--- src/hw/rtca_pkg.sv ---
// Constants, field layout and carriers of the alarm control block.
// Assumes one clock, and time counters that deliver same-clock strobes.
// Overview of operation
// - Bit 15 of the alarm control word arms the alarm when one and disarms it when zero.
// - With wrap-around repeat on, the eight-bit repeat count rolls from 0x00 to 0xFF and keeps going.
// - With wrap-around repeat off, the repeat count stops once it holds 0x00.
// - While disarmed, bit 13 is writable and sets the starting level of the alarm pulse.
// - While armed, bit 13 ignores writes and reads back the present alarm pulse level.
// - The read-unsafe flag reads one near a half-second rollover, zero when more than 32 clocks away.
// - Interval codes 0000 to 0101 select half-second, second, ten seconds, minute, ten minutes and hour.
// - Codes 0110 to 1001 select daily, weekly, monthly, yearly; a yearly alarm on February 29 fires in leap years.
// - An alarm event with repeat count 00 and wrap-around off clears the arm bit.
// - Only the power-on reset clears the alarm control word; other resets leave it alone.
// - Bits 31 to 16 of the alarm control word always read zero.
package rtca_pkg;

    // Register map
    localparam logic [3:0] ALARM_CONTROL_OFFSET = 4'h0;

    // Field positions inside the alarm control word
    localparam int ENABLE_BIT = 15;
    localparam int WRAP_BIT = 14;
    localparam int PULSE_BIT = 13;
    localparam int UNSAFE_BIT = 12;
    localparam int INTERVAL_LSB = 8;
    localparam int COUNT_LSB = 0;

    // Values after power-on, and the repeat count reload on wrap
    localparam logic [7:0] COUNT_RESET = 8'h00;
    localparam logic [3:0] INTERVAL_RESET = 4'h0;
    localparam logic [7:0] COUNT_WRAP = 8'hFF;

    // Distance to rollover under which a read may tear, in clocks
    localparam int SYNC_WINDOW_CLKS = 32;

    // Interval select codes
    localparam logic [3:0] IV_HALF_SECOND = 4'h0;
    localparam logic [3:0] IV_YEAR = 4'h9;
    localparam int IV_CODES = 10;

    // AXI responses
    localparam logic [1:0] RESP_OKAY = 2'h0;
    localparam logic [1:0] RESP_SLVERR = 2'h2;

    // Stored alarm control fields
    typedef struct packed {
        logic enable;
        logic wrap;
        logic [3:0] interval;
        logic [7:0] count;
    } rtca_ctrl_t;

    // Strobes from the time and date counters
    typedef struct packed {
        logic half_tick;
        logic [IV_CODES-1:0] match;
        logic alarm_on_feb29;
        logic leap_year;
    } rtca_time_t;

endpackage : rtca_pkg

--- src/hw/rtca_alarm_ctrl.sv ---
// Alarm control word of the real-time clock, reached as an AXI4-Lite slave.
// Assumes the time counters run on aclk and send one-cycle strobes, and
// that aresetn is the power-on reset of the block.
module rtca_alarm_ctrl #(
    parameter int ADDR_W = 4,
    parameter int PRESC_W = 16
) (
    // Clock, power-on reset, clock enable
    input wire logic aclk,
    input wire logic aresetn,
    input wire logic ce,
    // AXI4-Lite write address
    input wire logic awvalid,
    output logic awready,
    input wire logic [ADDR_W-1:0] awaddr,
    input wire logic [2:0] awprot,
    // AXI4-Lite write data
    input wire logic wvalid,
    output logic wready,
    input wire logic [31:0] wdata,
    input wire logic [3:0] wstrb,
    // AXI4-Lite write response
    output logic bvalid,
    input wire logic bready,
    output logic [1:0] bresp,
    // AXI4-Lite read address
    input wire logic arvalid,
    output logic arready,
    input wire logic [ADDR_W-1:0] araddr,
    input wire logic [2:0] arprot,
    // AXI4-Lite read data
    output logic rvalid,
    input wire logic rready,
    output logic [31:0] rdata,
    output logic [1:0] rresp,
    // Time counters
    input wire rtca_pkg::rtca_time_t time_in,
    input wire logic [PRESC_W-1:0] prescaler_remaining,
    // Alarm outputs
    output logic alarm_pulse,
    output logic alarm_event
);

    // Parameters the logic cannot serve
    generate
        if (ADDR_W < 3 || ADDR_W > 32) begin : g_bad_addr
            $error("ADDR_W must lie between 3 and 32");
        end
        if (PRESC_W < 6) begin : g_bad_presc
            $error("PRESC_W too narrow for the sync window");
        end
    endgenerate

    localparam logic [PRESC_W-1:0] SYNC_WINDOW = PRESC_W'(rtca_pkg::SYNC_WINDOW_CLKS);

    rtca_pkg::rtca_ctrl_t ctrl;
    logic read_unsafe;
    logic aw_got;
    logic w_got;
    logic [ADDR_W-1:0] awaddr_q;
    logic [31:0] wdata_q;
    logic [3:0] wstrb_q;
    logic wr_commit;
    logic wr_hit;
    logic evt;

    // Word address decode, shared by both channels
    function automatic logic addr_hit(input logic [ADDR_W-1:0] a);
        addr_hit = (a[ADDR_W-1:2] == (ADDR_W-2)'(rtca_pkg::ALARM_CONTROL_OFFSET >> 2));
    endfunction

    // Interval decode; reserved codes never fire
    function automatic logic interval_hit(input logic [3:0] iv, input rtca_pkg::rtca_time_t t);
        interval_hit = 1'b0;
        if (iv == rtca_pkg::IV_HALF_SECOND) begin
            interval_hit = 1'b1;
        end else if (iv == rtca_pkg::IV_YEAR) begin
            interval_hit = t.match[iv] && (!t.alarm_on_feb29 || t.leap_year);
        end else if (iv < 4'(rtca_pkg::IV_CODES)) begin
            interval_hit = t.match[iv];
        end
    endfunction

    // Armed alarm event on a half-second tick
    assign evt = ce && ctrl.enable && time_in.half_tick && interval_hit(ctrl.interval, time_in);
    assign wr_commit = ce && aw_got && w_got && !bvalid;
    assign wr_hit = addr_hit(awaddr_q);

    // Write address channel; held until the response is taken
    always_ff @(posedge aclk) begin
        if (!aresetn) begin
            awready <= 1'b0;
            aw_got <= 1'b0;
            awaddr_q <= '0;
        end else if (ce) begin
            if (awvalid && awready) begin
                awready <= 1'b0;
                aw_got <= 1'b1;
                awaddr_q <= awaddr;
            end else if (wr_commit) begin
                aw_got <= 1'b0;
            end else if (!aw_got && !bvalid && !(bvalid && bready)) begin
                awready <= 1'b1;
            end
        end
    end

    // Write data channel, taken independently of the address
    always_ff @(posedge aclk) begin
        if (!aresetn) begin
            wready <= 1'b0;
            w_got <= 1'b0;
            wdata_q <= '0;
            wstrb_q <= '0;
        end else if (ce) begin
            if (wvalid && wready) begin
                wready <= 1'b0;
                w_got <= 1'b1;
                wdata_q <= wdata;
                wstrb_q <= wstrb;
            end else if (wr_commit) begin
                w_got <= 1'b0;
            end else if (!w_got && !bvalid) begin
                wready <= 1'b1;
            end
        end
    end

    // Write response once both halves have landed
    always_ff @(posedge aclk) begin
        if (!aresetn) begin
            bvalid <= 1'b0;
            bresp <= rtca_pkg::RESP_OKAY;
        end else if (ce) begin
            if (wr_commit) begin
                bvalid <= 1'b1;
                bresp <= wr_hit ? rtca_pkg::RESP_OKAY : rtca_pkg::RESP_SLVERR;
            end else if (bvalid && bready) begin
                bvalid <= 1'b0;
            end
        end
    end

    // Arm bit and settings; the hardware clear beats a same-cycle write
    always_ff @(posedge aclk) begin
        if (!aresetn) begin
            ctrl.enable <= 1'b0;
            ctrl.wrap <= 1'b0;
            ctrl.interval <= rtca_pkg::INTERVAL_RESET;
        end else if (ce) begin
            if (wr_commit && wr_hit && wstrb_q[1]) begin
                ctrl.enable <= wdata_q[rtca_pkg::ENABLE_BIT];
                ctrl.wrap <= wdata_q[rtca_pkg::WRAP_BIT];
                ctrl.interval <= wdata_q[rtca_pkg::INTERVAL_LSB +: 4];
            end
            if (evt && ctrl.count == 8'h00 && !ctrl.wrap) begin
                ctrl.enable <= 1'b0;
            end
        end
    end

    // Repeat count; the event wins over a same-cycle write
    always_ff @(posedge aclk) begin
        if (!aresetn) begin
            ctrl.count <= rtca_pkg::COUNT_RESET;
        end else if (ce) begin
            if (evt) begin
                if (ctrl.count != 8'h00) begin
                    ctrl.count <= ctrl.count - 8'h01;
                end else if (ctrl.wrap) begin
                    ctrl.count <= rtca_pkg::COUNT_WRAP;
                end else begin
                    ctrl.count <= ctrl.count;
                end
            end else if (wr_commit && wr_hit && wstrb_q[0]) begin
                ctrl.count <= wdata_q[rtca_pkg::COUNT_LSB +: 8];
            end
        end
    end

    // Pulse level; initial value only loads while disarmed
    always_ff @(posedge aclk) begin
        if (!aresetn) begin
            alarm_pulse <= 1'b0;
        end else if (ce) begin
            if (evt) begin
                alarm_pulse <= !alarm_pulse;
            end else if (wr_commit && wr_hit && wstrb_q[1] && !ctrl.enable) begin
                alarm_pulse <= wdata_q[rtca_pkg::PULSE_BIT];
            end
        end
    end

    // Event strobe for the interrupt logic
    always_ff @(posedge aclk) begin
        if (!aresetn) begin
            alarm_event <= 1'b0;
        end else if (ce) begin
            alarm_event <= evt;
        end
    end

    // Read-unsafe flag; registered so a read sees a stable bit
    always_ff @(posedge aclk) begin
        if (!aresetn) begin
            read_unsafe <= 1'b0;
        end else if (ce) begin
            read_unsafe <= (prescaler_remaining <= SYNC_WINDOW);
        end
    end

    // Read channel; one read in flight, answered the next cycle
    always_ff @(posedge aclk) begin
        if (!aresetn) begin
            arready <= 1'b0;
            rvalid <= 1'b0;
            rdata <= '0;
            rresp <= rtca_pkg::RESP_OKAY;
        end else if (ce) begin
            if (arvalid && arready) begin
                arready <= 1'b0;
                rvalid <= 1'b1;
                if (addr_hit(araddr)) begin
                    // Pulse bit always mirrors the live level
                    rdata <= {16'h0000, ctrl.enable, ctrl.wrap, alarm_pulse, read_unsafe,
                              ctrl.interval, ctrl.count};
                    rresp <= rtca_pkg::RESP_OKAY;
                end else begin
                    rdata <= '0;
                    rresp <= rtca_pkg::RESP_SLVERR;
                end
            end else if (rvalid && rready) begin
                rvalid <= 1'b0;
            end else if (!rvalid) begin
                arready <= 1'b1;
            end
        end
    end
endmodule // rtca_alarm_ctrl

--- config.mk ---
export PLATFORM = sky130hd
export DESIGN_NAME = rtca_alarm_ctrl
export DESIGN_NICKNAME = d
export VERILOG_FILES = /design/src/hw/rtca_pkg.sv /design/src/hw/rtca_alarm_ctrl.sv
export SDC_FILE = /design/constraint.sdc
export NUM_CORES = 1
export LEC_CHECK = 0
export BUFFER_PORTS_ARGS = -buffer_cell sky130_fd_sc_hd__buf_2
export CORE_MARGIN = 10
export CORE_UTILIZATION = 49
export CTS_CLUSTER_SIZE = 24
export DETAILED_ROUTE_END_ITERATION = 7
export PLACE_DENSITY = 0.84
export SLEW_MARGIN = 20
export SYNTH_ARGS = -nofsm -noshare
export SYNTH_HDL_FRONTEND = slang
export SYNTH_SLANG_ARGS = --single-unit
--- constraint.sdc ---
create_clock -name aclk -period 3.7 [get_ports aclk]
set_input_delay 0.37 -clock aclk [delete_from_list [all_inputs] [get_ports aclk]]
set_output_delay 0.37 -clock aclk [all_outputs]
set_load 0.01 [all_outputs]
==> results.py <==
metrics = {
    "clock_tree": {
        "ctsHoldBuffers": 0,
        "worstSkewPairLatency_ns": 0.34,
        "clockBufferDepth": 2,
        "root_buffer": "clkbuf_8",
        "clkSlewWorstSetupHoldPaths_ns": 0.07,
        "cts_tree": "built",
        "cts-resized-gates": 0,
        "cts.sinks": 61,
        "post_cts_buffers": 0,
        "htreeDepth": 3,
        "cts_buffers": 9,
    },
    "worst_setup_path": {
        "cp-start-kind": "flip-flop",
        "reg2reg_depth": 7,
        "crit_required_ns": 3.91,
        "endpoint_kind": "flip-flop",
        "path_max_fanout": 8,
        "crit_start": "ctrl[0]",
        "arrival_ns": 2.36,
        "path_class": "flip-flop to flip-flop",
        "rrSetupSlack_ns": 1.55,
        "cp-endpoint": "ctrl[1]",
        "r2r_end": "ctrl[1]",
        "regToRegStartpoint": "ctrl[0]",
    },
    "place": {
        "place_inst": 448,
        "placed_area_sq_um": 3120,
        "gp_congestion": 0.910,
        "io_buffers": 81,
        "place_ws_ns": 1.57,
        "dpl.hpwl_um": 5290,
    },
    "pwr": {
        "ir_worst_vdd_v": 0.000287,
        "fin_total_pwr_mw": 1.43,
        "pwr_density_cell_nw_per_um2": 426,
        "leakage_nw": 1.58,
    },
    "yosys": {
        "yosysWarningCount": 0,
        "netlist_area_sq_um": 2780,
        "async_flop_share": 0,
        "synth_compound_area_frac": 0.197,
        "synthTopCellsByArea": "dfxtp_1, a21oi_1, mux2i_1",
        "muxShareOfSynthArea": 0.0770,
        "synthSimpleGateAreaFrac": 0.180,
        "synthFlopType": "dfxtp_1",
        "synth_edf_count": 0,
        "yosysSeqAreaShare": 0.439,
        "synth_fa_ha_area_frac": 0.00900,
        "synth-seq-cells": 61,
        "synthCells": 315,
        "yosys.area.top_type": "dfxtp_1",
        "synth_top_area_frac": 0.439,
        "syn_area_per_cell_sq_um": 8.82,
        "synth_top_family_by_area": "compound AO/OA/AOI/OAI gates",
        "synth_cell_type_count": 48,
        "synth_xor_area_frac": 0.00630,
    },
    "timing": {
        "finClkSkew_ns": 0.0130,
        "fin_hold_ws_ns": 0.263,
        "hold_violations": 0,
        "worst_pin_slew_ns": 0.945,
        "tns_ns": 0,
        "fin_ws_ns": 1.55,
        "rsz0062_at_grt": "no",
        "clock.fmax_ghz": 0.465,
        "finalCritPeriodShare": 0.581,
        "min_period_ns": 2.15,
        "setup_viol": 0,
        "relSlewSlack": 0.368,
        "drv_slew": 0,
    },
    "cells_and_area": {
        "seq_area_sq_um": 1220,
        "fill_cells": 508,
        "final_nets": 476,
        "multiInputGateArea_sq_um": 1370,
        "diodes": 0,
        "area_growth_pct": 20.4,
        "final_layout_size_suffix_gt1_frac": 0.268,
        "fin_area_sq_um": 3350,
        "final_cell_count_no_fill": 464,
        "final_util": 0.608,
    },
    "drt": {
        "antenna_left": 0,
        "drc": 0,
        "drt_first_iter_violations": 163,
        "first_pass_iters": 4,
        "wl_per_cell_um": 15.3,
        "routed_via_density": 5.22,
        "drt-total-wl_um": 7080,
        "via_count": 2421,
    },
    "grt": {
        "grt_pass1_vias": 2460,
        "track_usage": 0.153,
        "overflow": 0,
        "grt_max_degree": 41,
        "antenna_found_initial": 0,
        "grt_pass1_wl_um": 11200,
    },
    "floorplanning": {
        "core_area_sq_um": 5510,
        "rows": 27,
        "start_util": 0.505,
        "fp.dieArea_sq_um": 9080,
        "die_x_um": 95.3,
        "num_io_pins": 130,
        "die_h_um": 95.3,
    },
    "flow_run": {
        "cap_violations": 0,
    },
    "min_path": {
        "holdCritPathClass": "primary input to flip-flop",
    },
    "outcome": {
        "status": "completed",
    },
}
## per-layer routing
layer  global-route usage  share of wire  vias up
met4               0.0860          0.020        0
li1                     -              -     1234
met5                    0              0        -
met2                0.253           0.48       62
met3               0.0550          0.077       13
met1                0.168           0.42     1112
## synthesized netlist by cell type (2+ instances only)
master / number
dfxtp_1: 61
nand2_1: 39
a22o_1: 15
nor2_1: 22
buf_4: 18
a31oi_1: 2
nand3_1: 5
o21ai_0: 7
and3_1: 4
inv_1: 7
or4_1: 3
buf_6: 2
o311a_1: 3
xnor2_1: 2
ha_1: 2
o211a_1: 2
nand2b_1: 5
mux2_2: 3
a211oi_1: 6
nor3_1: 10
a21oi_1: 36
nor4_1: 2
mux2i_1: 18
clkbuf_1: 17
## power breakdown
part,switching [mW],leakage [nW],total [mW],internal (mW)
clock network,0.253,0.116,0.667,0.414
registers,0.00639,0.493,0.673,0.667
logic,0.0499,0.971,0.0852,0.0353
## layout by cell type (no fill, tap or decap), drive strengths merged, types with 3 or more instances in the layout
cell and count:
a211oi 6, o21ai 7, a22o 16, clkbuf 12, o311a 3, a21oi 36
or4 4, nand3 5, mux2i 18, nor2 22, nor3 11, dfxtp 61
nand2 40, inv 7, nand2b 5, mux2 3, conb 18, and3 4
buf 82
## registers in the layout, summed over array words and instances, names as in the netlist, 2 cells and up
name,cells
ctrl,14
awaddr_q,2
wdata_q,15
rdata,16
wstrb_q,2
## cells by family after synthesis
| family | after synthesis |
|---|---|
| AND/OR/NAND/NOR | 102 |
| AO/OA/AOI/OAI | 81 |
| flip-flops | 61 |
| buffers and inverters | 45 |
| multiplexers | 21 |
| adder cells (fa/ha/maj) | 2 |
| XOR/XNOR | 2 |
| other | 1 |
## layout make-up
type | count | share of cell area
Multi-Input combinational cell | 226 | 0.409
Sequential cell | 61 | 0.365
Timing Repair Buffer | 82 | 0.123
Clock buffer | 12 | 0.0464
Tap cell | 72 | 0.0269
Clock inverter | 4 | 0.0209
Inverter | 7 | 0.00785
## how the worst min path moves through the flow
stage,end,startpoint,depth (start not counted)
3_5_place_dp,wdata_q[1],wdata_q[1],2
3_3_place_gp,wstrb_q[1],wstrb_q[1],2
2_1_floorplan,wdata_q[7],wdata_q[7],2
6_report,wdata_q[10],wdata[10],3
4_1_cts,wstrb_q[1],wstrb[1],3
5_1_grt,wstrb_q[0],wstrb[0],3
## worst max-delay path: stages (launching register included)
cell and delay (ns):
dfxtp_1 0.39, inv_1 0.13, ha_1 0.24, or3b_1 0.45, nor3_4 0.25, nor2_1 0.06
a2111oi_0 0.39, a211oi_1 0.10
Note: power is estimated with default switching activity, not from simulation.
